File: config.mk
export PLATFORM = sky130hd
export DESIGN_NAME = pid_identity_regs
export DESIGN_NICKNAME = d
export VERILOG_FILES = /design/src/design/pid_pkg.sv /design/src/design/pid_fault_flags.sv /design/src/design/pid_checksum.sv /design/src/design/pid_identity_regs.sv
export VERILOG_INCLUDE_DIRS = /design/src /design/src/design
export SDC_FILE = /design/constraint.sdc
export NUM_CORES = 1
export LEC_CHECK = 0
export ABC_AREA = 1
export BUFFER_PORTS_ARGS = -buffer_cell sky130_fd_sc_hd__buf_4
export CAP_MARGIN = 20
export CORE_MARGIN = 8
export CORE_UTILIZATION = 48
export DETAILED_ROUTE_END_ITERATION = 10
export PLACE_DENSITY = 0.86
export SYNTH_ARGS = -nofsm -noshare
export SYNTH_HDL_FRONTEND = slang
export SYNTH_HIERARCHICAL = 1
export SYNTH_SLANG_ARGS = --single-unit
File: constraint.sdc
create_clock -name i_core_clk -period 4.65 [get_ports i_core_clk]
set_input_delay 0.93 -clock i_core_clk [delete_from_list [all_inputs] [get_ports i_core_clk]]
set_output_delay 0.93 -clock i_core_clk [all_outputs]
set_load 0.01 [all_outputs]
File: src/design/pid_defs.svh
`ifndef PID_DEFS_SVH
`define PID_DEFS_SVH

// ----------------------------------------------------------------------
// command codes
// ----------------------------------------------------------------------
`define PID_CMD_MAKER_ID     8'h99
`define PID_CMD_MODEL        8'h9a
`define PID_CMD_SUPP_REV     8'h9b
`define PID_CMD_SERIAL       8'h9e
`define PID_CMD_PART_ID      8'had
`define PID_CMD_SIL_REV      8'hae

// ----------------------------------------------------------------------
// payload lengths and field positions
// ----------------------------------------------------------------------
`define PID_LEN_STORE        8'h03
`define PID_LEN_PART_ID      8'h06
`define PID_LEN_SIL_REV      8'h02
`define PID_CML_IVC_BIT      7
`define PID_STATUS_CML_BIT   1
`define PID_REV_MAJOR_LSB    12
`define PID_REV_MINOR_LSB    8

// ----------------------------------------------------------------------
// reset values (stores load from nvm after reset)
// ----------------------------------------------------------------------
`define PID_STORE_RST        24'h000000
`define PID_CSUM_RST         8'h00

`endif

File: src/design/pid_pkg.sv
package pid_pkg;
    // host-side request from the pmbus transaction layer
    typedef struct packed {
        logic        wr;
        logic        rd;
        logic [7:0]  cmd;
        logic [7:0]  len;
        logic [47:0] data;
    } pid_req_t;

    // answer back to the transaction layer
    typedef struct packed {
        logic        done;
        logic        ack;
        logic [7:0]  len;
        logic [47:0] data;
    } pid_rsp_t;

    typedef enum logic [1:0] {
        PID_IDLE,
        PID_ANSWER,
        PID_NVM
    } pid_state_t;
endpackage

File: src/design/pid_fault_flags.sv
`timescale 1ns/1ps
`include "pid_defs.svh"
module pid_fault_flags
    import pid_pkg::*;
(
    // clock and reset
    input  wire logic       i_core_clk,
    input  wire logic       i_rst,
    // events and clears
    input  wire logic       i_ivc_set,
    input  wire logic       i_clear,
    // flags
    output logic [7:0]      o_status_cml,
    output logic [7:0]      o_status_byte,
    output logic            o_alert_n
);
    typedef struct packed {
        logic [7:0] cml;
        logic       alert;
    } pid_flag_st_t;

    pid_flag_st_t s_q, s_d;

    // ------------------------------------------------------------------
    // sticky flags, set beats clear
    // ------------------------------------------------------------------
    always_comb begin
        s_d = s_q;
        if (i_clear) begin
            s_d.cml   = 8'h00;
            s_d.alert = 1'b0;
        end
        if (i_ivc_set) begin
            s_d.cml[`PID_CML_IVC_BIT] = 1'b1;
            s_d.alert                 = 1'b1;
        end
    end

    always_ff @(posedge i_core_clk or posedge i_rst) begin
        if (i_rst) begin
            s_q <= '0;
        end else begin
            s_q <= s_d;
        end
    end

    assign o_status_cml  = s_q.cml;
    // summary bit follows any comm flag
    assign o_status_byte = {6'h00, |s_q.cml, 1'b0};
    assign o_alert_n     = ~s_q.alert;
endmodule

File: src/design/pid_checksum.sv
`timescale 1ns/1ps
`include "pid_defs.svh"
module pid_checksum
    import pid_pkg::*;
(
    // stored image
    input  wire logic [23:0] i_maker,
    input  wire logic [23:0] i_model,
    input  wire logic [23:0] i_rev,
    input  wire logic [23:0] i_serial,
    // sum
    output logic [7:0]       o_sum
);
    // ------------------------------------------------------------------
    // byte sum over the whole image, serial included
    // ------------------------------------------------------------------
    function automatic logic [7:0] bsum(input logic [23:0] v);
        bsum = v[7:0] + v[15:8] + v[23:16];
    endfunction

    assign o_sum = bsum(i_maker) + bsum(i_model) + bsum(i_rev)
                 + bsum(i_serial);
endmodule

File: src/design/pid_identity_regs.sv
`timescale 1ns/1ps
`include "pid_defs.svh"
// Operation
// maker id command keeps 24 writable nonvolatile bits, reads last written value
// command 9ah holds 24-bit writable model information
// command 9bh holds 24-bit writable supplier revision information
// command 9eh holds 24-bit writable serial number
// serial number is part of the checksummed nonvolatile image
// model, revision, serial move by block transfers of exactly three bytes
// stores are single unphased values, each backed by eeprom
// command adh is block read only, six-byte identifier
// identifier byte 0 in bits 7:0 up to byte 5 in 47:40
// command aeh is block read only, two-byte revision
// revision read-only: major 15:12, minor 11:8, sub-minor low byte
// write to read-only command sets comm fault summary in status byte
// that fault also sets invalid-command bit 7 of comm status
// then the host is alerted
// a rejected write leaves identifier and revision unchanged
module pid_identity_regs
    import pid_pkg::*;
#(
    parameter logic [47:0] PART_ID = 48'h0000_0000_0000, // arbitrary value
    parameter logic [3:0]  REV_MAJ = 4'h1,
    parameter logic [3:0]  REV_MIN = 4'h0,
    parameter logic [7:0]  REV_SUB = 8'h00
)(
    // clock and reset
    input  wire logic        i_core_clk,
    input  wire logic        i_rst,
    // command port from the pmbus transaction layer
    input  wire pid_req_t    i_req,
    output pid_rsp_t         o_rsp,
    // eeprom backing store
    input  wire logic        i_nvm_load,
    input  wire logic [95:0] i_nvm_image,
    output logic             o_nvm_wr,
    output logic [95:0]      o_nvm_image,
    // checksum and fault reporting
    input  wire logic        i_fault_clear,
    output logic [7:0]       o_csum,
    output logic [7:0]       o_status_cml,
    output logic [7:0]       o_status_byte,
    output logic             o_alert_n
);
    // ------------------------------------------------------------------
    // state
    // ------------------------------------------------------------------
    typedef struct packed {
        pid_state_t  st;
        logic [23:0] maker;
        logic [23:0] model;
        logic [23:0] rev;
        logic [23:0] serial;
        pid_rsp_t    rsp;
        logic        nvm_wr;
        logic        ivc;
        logic [7:0]  csum;
        logic [7:0]  cml;
        logic [7:0]  sbyte;
        logic        alert_n;
    } pid_st_t;

    pid_st_t     s_q, s_d;
    logic [7:0]  sum_w;
    logic [7:0]  cml_w;
    logic [7:0]  sbyte_w;
    logic        alert_n_w;
    logic [15:0] sil_rev;

    // silicon revision fields packed at fixed positions
    assign sil_rev = {REV_MAJ, REV_MIN, REV_SUB};

    // ------------------------------------------------------------------
    // helpers
    // ------------------------------------------------------------------
    function automatic logic is_store(input logic [7:0] c);
        is_store = (c == `PID_CMD_MAKER_ID) || (c == `PID_CMD_MODEL)
                || (c == `PID_CMD_SUPP_REV) || (c == `PID_CMD_SERIAL);
    endfunction

    function automatic logic is_ro(input logic [7:0] c);
        is_ro = (c == `PID_CMD_PART_ID) || (c == `PID_CMD_SIL_REV);
    endfunction

    pid_checksum u_csum (
        .i_maker  (s_q.maker),
        .i_model  (s_q.model),
        .i_rev    (s_q.rev),
        .i_serial (s_q.serial),
        .o_sum    (sum_w)
    );

    pid_fault_flags u_flags (
        .i_core_clk    (i_core_clk),
        .i_rst         (i_rst),
        .i_ivc_set     (s_q.ivc),
        .i_clear       (i_fault_clear),
        .o_status_cml  (cml_w),
        .o_status_byte (sbyte_w),
        .o_alert_n     (alert_n_w)
    );

    // ------------------------------------------------------------------
    // command handling
    // ------------------------------------------------------------------
    always_comb begin
        s_d          = s_q;
        s_d.rsp.done = 1'b0;
        s_d.nvm_wr   = 1'b0;
        s_d.ivc      = 1'b0;
        s_d.csum     = sum_w;
        s_d.cml      = cml_w;
        s_d.sbyte    = sbyte_w;
        s_d.alert_n  = alert_n_w;
        case (s_q.st)
            PID_IDLE: begin
                if (i_nvm_load) begin
                    // eeprom image restores every store
                    {s_d.maker, s_d.model, s_d.rev, s_d.serial} = i_nvm_image;
                end else if (i_req.wr) begin
                    s_d.st       = PID_ANSWER;
                    s_d.rsp.ack  = 1'b0;
                    s_d.rsp.len  = 8'h00;
                    s_d.rsp.data = '0;
                    if (is_ro(i_req.cmd)) begin
                        // stored values untouched on a rejected write
                        s_d.ivc = 1'b1;
                    end else if (is_store(i_req.cmd) && i_req.len == `PID_LEN_STORE) begin
                        s_d.rsp.ack = 1'b1;
                        s_d.st      = PID_NVM;
                        if (i_req.cmd == `PID_CMD_MAKER_ID) begin
                            s_d.maker = i_req.data[23:0];
                        end else if (i_req.cmd == `PID_CMD_MODEL) begin
                            s_d.model = i_req.data[23:0];
                        end else if (i_req.cmd == `PID_CMD_SUPP_REV) begin
                            s_d.rev = i_req.data[23:0];
                        end else begin
                            s_d.serial = i_req.data[23:0];
                        end
                    end
                end else if (i_req.rd) begin
                    s_d.st       = PID_ANSWER;
                    s_d.rsp.ack  = 1'b1;
                    s_d.rsp.len  = `PID_LEN_STORE;
                    s_d.rsp.data = '0;
                    if (i_req.cmd == `PID_CMD_MAKER_ID) begin
                        s_d.rsp.data[23:0] = s_q.maker;
                    end else if (i_req.cmd == `PID_CMD_MODEL) begin
                        s_d.rsp.data[23:0] = s_q.model;
                    end else if (i_req.cmd == `PID_CMD_SUPP_REV) begin
                        s_d.rsp.data[23:0] = s_q.rev;
                    end else if (i_req.cmd == `PID_CMD_SERIAL) begin
                        s_d.rsp.data[23:0] = s_q.serial;
                    end else if (i_req.cmd == `PID_CMD_PART_ID) begin
                        s_d.rsp.len  = `PID_LEN_PART_ID;
                        s_d.rsp.data = PART_ID;
                    end else if (i_req.cmd == `PID_CMD_SIL_REV) begin
                        s_d.rsp.len        = `PID_LEN_SIL_REV;
                        s_d.rsp.data[15:0] = sil_rev;
                    end else begin
                        // not ours: leave for other command decoders
                        s_d.rsp.ack = 1'b0;
                        s_d.rsp.len = 8'h00;
                    end
                end
            end
            PID_NVM: begin
                // one-cycle write strobe of the whole image to eeprom
                s_d.nvm_wr = 1'b1;
                s_d.st     = PID_ANSWER;
            end
            PID_ANSWER: begin
                s_d.rsp.done = 1'b1;
                s_d.st       = PID_IDLE;
            end
            default: begin
                s_d.st = PID_IDLE;
            end
        endcase
    end

    always_ff @(posedge i_core_clk or posedge i_rst) begin
        if (i_rst) begin
            s_q         <= '0;
            s_q.st      <= PID_IDLE;
            s_q.maker   <= `PID_STORE_RST;
            s_q.model   <= `PID_STORE_RST;
            s_q.rev     <= `PID_STORE_RST;
            s_q.serial  <= `PID_STORE_RST;
            s_q.csum    <= `PID_CSUM_RST;
            s_q.alert_n <= 1'b1;
        end else begin
            s_q <= s_d;
        end
    end

    // ------------------------------------------------------------------
    // outputs, all registered
    // ------------------------------------------------------------------
    assign o_rsp         = s_q.rsp;
    assign o_nvm_wr      = s_q.nvm_wr;
    assign o_nvm_image   = {s_q.maker, s_q.model, s_q.rev, s_q.serial};
    assign o_csum        = s_q.csum;
    assign o_status_cml  = s_q.cml;
    assign o_status_byte = s_q.sbyte;
    assign o_alert_n     = s_q.alert_n;
endmodule

Word level (Yosys, flattened, before mapping) --
Cells that the tools add are included.
Word-level totals: flip-flop bits (word level) 170, latch bits 0, RAM bits 0, bits in read-only memories 0, input bits 166, output and inout port bits 180, logic and storage cells 104, memories kept 0
Cells by class: add/sub/neg operators 11, multiply operators 0, divide/modulo/power cells 0, $lt $le $gt $ge 0, equality and inequality tests 15, shifts and indexed selects 0, muxes and demuxes 41, bitwise operators 2, reduce and logical (&&, ||, !) cells 19
Operator list (number):
- two-way mux 98 bit | 2
- two-way mux 24 bit | 8
- two-way mux 96 bit | 2
- two-way mux 33 bit | 4
- two-way mux 57 bit | 2
- adder 8 bit | 11
- two-way mux 72 bit | 1
- equality test 8 bit (second input constant) | 6
- two-way mux 48 bit | 1
- two-way mux 13 bit | 2
- AND reduction 7 bit | 2
- nonzero test 2 bit | 7
- two-way mux 1 bit | 12
- != test 2 bit (second input constant) | 5
- two-way mux 9 bit | 1
- equality test 8 x 2 -> 1 bit (second input constant) | 1
- two-way mux 2 bit | 4
- AND reduction 6 bit | 1
- AND reduction 5 bit | 1
- logical OR 1 bit | 4
- case mux 2 bit (2 select lines) | 1
- two-way mux 3 bit | 1
- != test 3 bit (second input constant) | 1
- AND reduction 3 bit | 1
- other kinds (6) | 7

Logic depth before layout (Yosys ltp) --
word-level depth 10, gate-level depth with buffers 22, depth with buffers taken out 22

Cells and area by module --
Netlist, hierarchy kept.
By module, submodules not included:
- pid_identity_regs | times used 1, cells an instance 1251, area each 9132.5 um^2, sequential area each 3854.9 um^2
- pid_checksum | times used 1, cells an instance 240, area each 2133.3 um^2, sequential area each 0.0 um^2
- pid_fault_flags | times used 1, cells an instance 23, area each 163.9 um^2, sequential area each 25.0 um^2

Least setup slack after synthesis --
OpenSTA, ideal clock, no wires.
kind reg-to-reg, start reg s_q (netlist bit o_nvm_image[76]), end reg s_q (netlist bit o_csum[7]), library setup time 0.116 ns, arrival time 4.169 ns, required time 4.534 ns, setup slack 0.364 ns, cell stages (with the launch flop) 21, path buffers 0, clock period less this slack 4.286 ns, cell sequence dfrtp_1 -> inv_1 -> fa_1 -> inv_1 -> fa_1 -> fa_1 -> fa_1 -> inv_1 -> fa_1 -> inv_1 -> ha_1 -> a21oi_2 -> nand2_1 -> nand2_1 -> nand2_1 -> a21oi_2 -> inv_1 -> nand3_2 -> nand2_1 -> nand2_1 -> nand2_1
RTL lines:
- start, declared | line pid_identity_regs.sv:63 | pid_st_t s_q, s_d;

==> impl_metrics.yaml <==
final_layout:
  stdcell_count: 1966
  syn2layout_area_growth_pct: 15.8
  final_util: 0.566
  layout-drive-gt1-share: 0.239
  final_nets: 1873
  nFillCells: 2170
  antenna_cells: 0
clock_network:
  cts_made_buffers: 17
  clockBufferDepth: 2
  h-tree-depth: 4
  tritoncts: "done"
  numClockSinks: 155
  clkTransAtPathRegs_ns: 0.07
  cts-root-buf: "clkbuf_16"
  insertion_delay_ns: 0.43
yosys:
  yosys_most_used_dff: "dfrtp_1"
  synth.ff_latch_count: 155
  synthesis.area_um2: 11400
  syn_avg_cell_area_um2: 7.55
  ys_async_sr_fraction: 1.00
  synth_seq_area_share: 0.339
  synth_cell_types: 34
  synth_edf_count: 0
  synth_warnings: 6
  syn_inst: 1514
flow_run:
  maxCapViolCount: 0
timing:
  clock_skew_ns: 0.0125
  rsz0062_at_grt: "no"
  maxSlewHeadroom: 0.368
  fin_setup_tns_ns: 0
  hold_violations: 0
  fmax_mhz: 223
  worstMarginPinSlew_ns: 0.946
  slew_violations: 0
  fin_crit_sh: 0.965
  period_minus_slack_ns: 4.49
  whs_ns: 0.354
  setup_viol: 0
routing:
  wire_per_inst_um: 19.8
  detail_route.iter0.violations: 1076
  drt-total-wl_um: 39000
  first_pass_iters: 6
  vias: 10100
  drtAntennaViolNets: 0
  drc: 0
  vias_per_cell: 5.13
setup_path:
  crit_chain: "inv_1 -> fa_1 -> inv_1 -> fa_1 -> fa_1 -> fa_1 -> inv_1 -> fa_1 -> inv_1 -> ha_4 -> a21oi_2 -> nand2_2 -> nand2_1 -> nand2_2 -> a21oi_4 -> inv_1 -> nand3_2 -> nand2_1 -> nand2_1 -> nand2_1"
  worstSetupEndpointType: "flop"
  cp_data_arrival_time_ns: 4.80
  max_stage_delay_ns: 0.56
  crit_path_top_delay_cell: "fa_1"
  crit_type: "flop to flop"
  cpLargestDelayFamily: "adder cells"
  start_kind: "flop"
  reg2reg_slack_ns: 0.16
  path_max_fanout: 4
  crit_required_ns: 4.97
  path_buf_inv: 5
place:
  dp.cells: 1933
  place_hpwl_um: 31000
  finalWeightedCongestion: 0.917
  io_buffers: 292
global_route:
  grt_pass1_vias: 10200
  track_usage: 0.271
  antenna_found_initial: 0
  grt_pass1_wl_um: 59300
  grt-ovfl-total: 0
  grt_max_degree: 78
power_and_ir_drop:
  irDropWorstVdd_mv: 0.584
  p_leak_uw: 0.00776
  powerDensity_nw_per_um2: 562
floorplan:
  start_util: 0.488
  fp.dieH_um: 170
  rows: 56
  die_x_um: 170
  dieArea_um2: 29000
  core_area_um2: 23400
  ios: 346
outcome:
  outcome: "completed"
min_path:
  hp-class: "input port to async pin"
==> registers in the layout (all words and copies together), names as in the netlist <==
signal                flops
o_rsp                    29
o_status_cml              8
u_flags/o_status_cml      1
o_alert_n                 1
o_csum                    8
o_nvm_image              96
o_status_byte             8
o_nvm_wr                  1
s_q                       3
==> cells by family (layout without fill, tap and decap cells) <==
group                    Yosys count  in the layout  synth area share
other                              2             43          0.000657
AND/OR/NAND/NOR                  807            807             0.299
buffers and inverters            414            506             0.206
flip-flops                       155            155             0.339
adder cells (fa/ha/maj)           73             73             0.121
AO/OA/AOI/OAI                     50             50            0.0238
XOR/XNOR                          13             13           0.00996
==> Yosys cell counts (7+ instances only) <==
| library cell | instances | area [µm²] |
|---|---|---|
| nor2_1 | 38 | 143 |
| buf_2 | 21 | 105 |
| o21ai_0 | 30 | 150 |
| or2_2 | 10 | 62.6 |
| nand2_2 | 9 | 56.3 |
| ha_1 | 10 | 125 |
| buf_4 | 203 | 1520 |
| dfrtp_1 | 154 | 3850 |
| xnor2_1 | 7 | 61.3 |
| clkbuf_1 | 25 | 93.8 |
| o21ai_1 | 10 | 50.1 |
| inv_1 | 150 | 563 |
| nand2_1 | 531 | 1990 |
| fa_1 | 63 | 1260 |
| nand3_1 | 205 | 1030 |
==> power by group <==
part	internal (µW)	leakage (µW)	switching [µW]	total, µW
registers	1570	0.00202	196	1760
clock network	821	0.000273	581	1400
logic	1770	0.00547	2510	4280
total	4150	0.00776	3290	7440
==> worst paths after layout <==
path,start,end,depth (start not counted)
min in group i_core_clk,u_flags/o_status_cml[7],o_status_cml[7],0
setup reg to reg,o_nvm_image[76],o_csum[7],20
setup / recovery,o_nvm_image[76],o_csum[7],20
hold / removal,i_rst,u_flags/o_status_cml[7],2
hold reg to reg,u_flags/o_status_cml[7],o_status_cml[7],0
max in group asynchronous,i_rst,o_nvm_image[62],3
==> metrics by stage <==
stage	worst slack [ns]	total power [µW]	instance area [µm²]
global route	0.0185	7940	13200
finish	0.162	7440	13200
floorplan	0.364	4540	11600
global placement	0.0435	5530	12600
CTS	0.00444	7100	13200
detailed placement	0.0426	5650	12600
==> layer usage <==
layer / share of wire / up-vias / GRT usage
li1: - / 4657 / -
met1: 0.40 / 4773 / 0.345
met2: 0.46 / 562 / 0.430
met3: 0.094 / 97 / 0.0649
met4: 0.048 / 0 / 0.127
met5: 0 / - / 0
==> timing repair <==
| item | in CTS | in global routing |
|---|---|---|
| resized for setup | 0 | 6 |
| endpoints found under the setup margin | 0 | 1 |
| setup buffers | 0 | 1 |
| hold buffers | 0 | 0 |
==> cell type report <==
class                      count  area [µm²]  area share
clock buffer                  22         464      0.0351
clock inverter                10         118     0.00888
inverter                     156         589      0.0445
multi-input combinational    986        5380       0.406
sequential                   155        3880       0.293
tap                          319         399      0.0301
timing repair buffer         318        2410       0.182
==> cells in the final DEF (no fill, tap or decap), types with 2 or more instances in the layout <==
| cell | n |
|---|---|
| buf_4 | 316 |
| xor2_1 | 6 |
| nand3_2 | 4 |
| or2_2 | 10 |
| nand2_2 | 11 |
| a21oi_1 | 3 |
| inv_2 | 5 |
| bufinv_16 | 2 |
| clkinv_2 | 2 |
| clkbuf_16 | 17 |
| nor2_1 | 38 |
| xnor2_1 | 7 |
| inv_1 | 149 |
| fa_1 | 63 |
| nor2_2 | 3 |
| conb_1 | 43 |
| dfrtp_1 | 153 |
| ha_1 | 9 |
| o21ai_0 | 30 |
| buf_12 | 2 |
| inv_6 | 2 |
| clkbuf_8 | 2 |
| nand3b_1 | 2 |
| o211ai_1 | 2 |
| clkinvlp_4 | 5 |
| o21ai_1 | 10 |
| nand3_1 | 204 |
| clkbuf_1 | 3 |
| nor2_4 | 5 |
| nand2_1 | 529 |
Note: power is estimated with default switching activity, not from simulation.
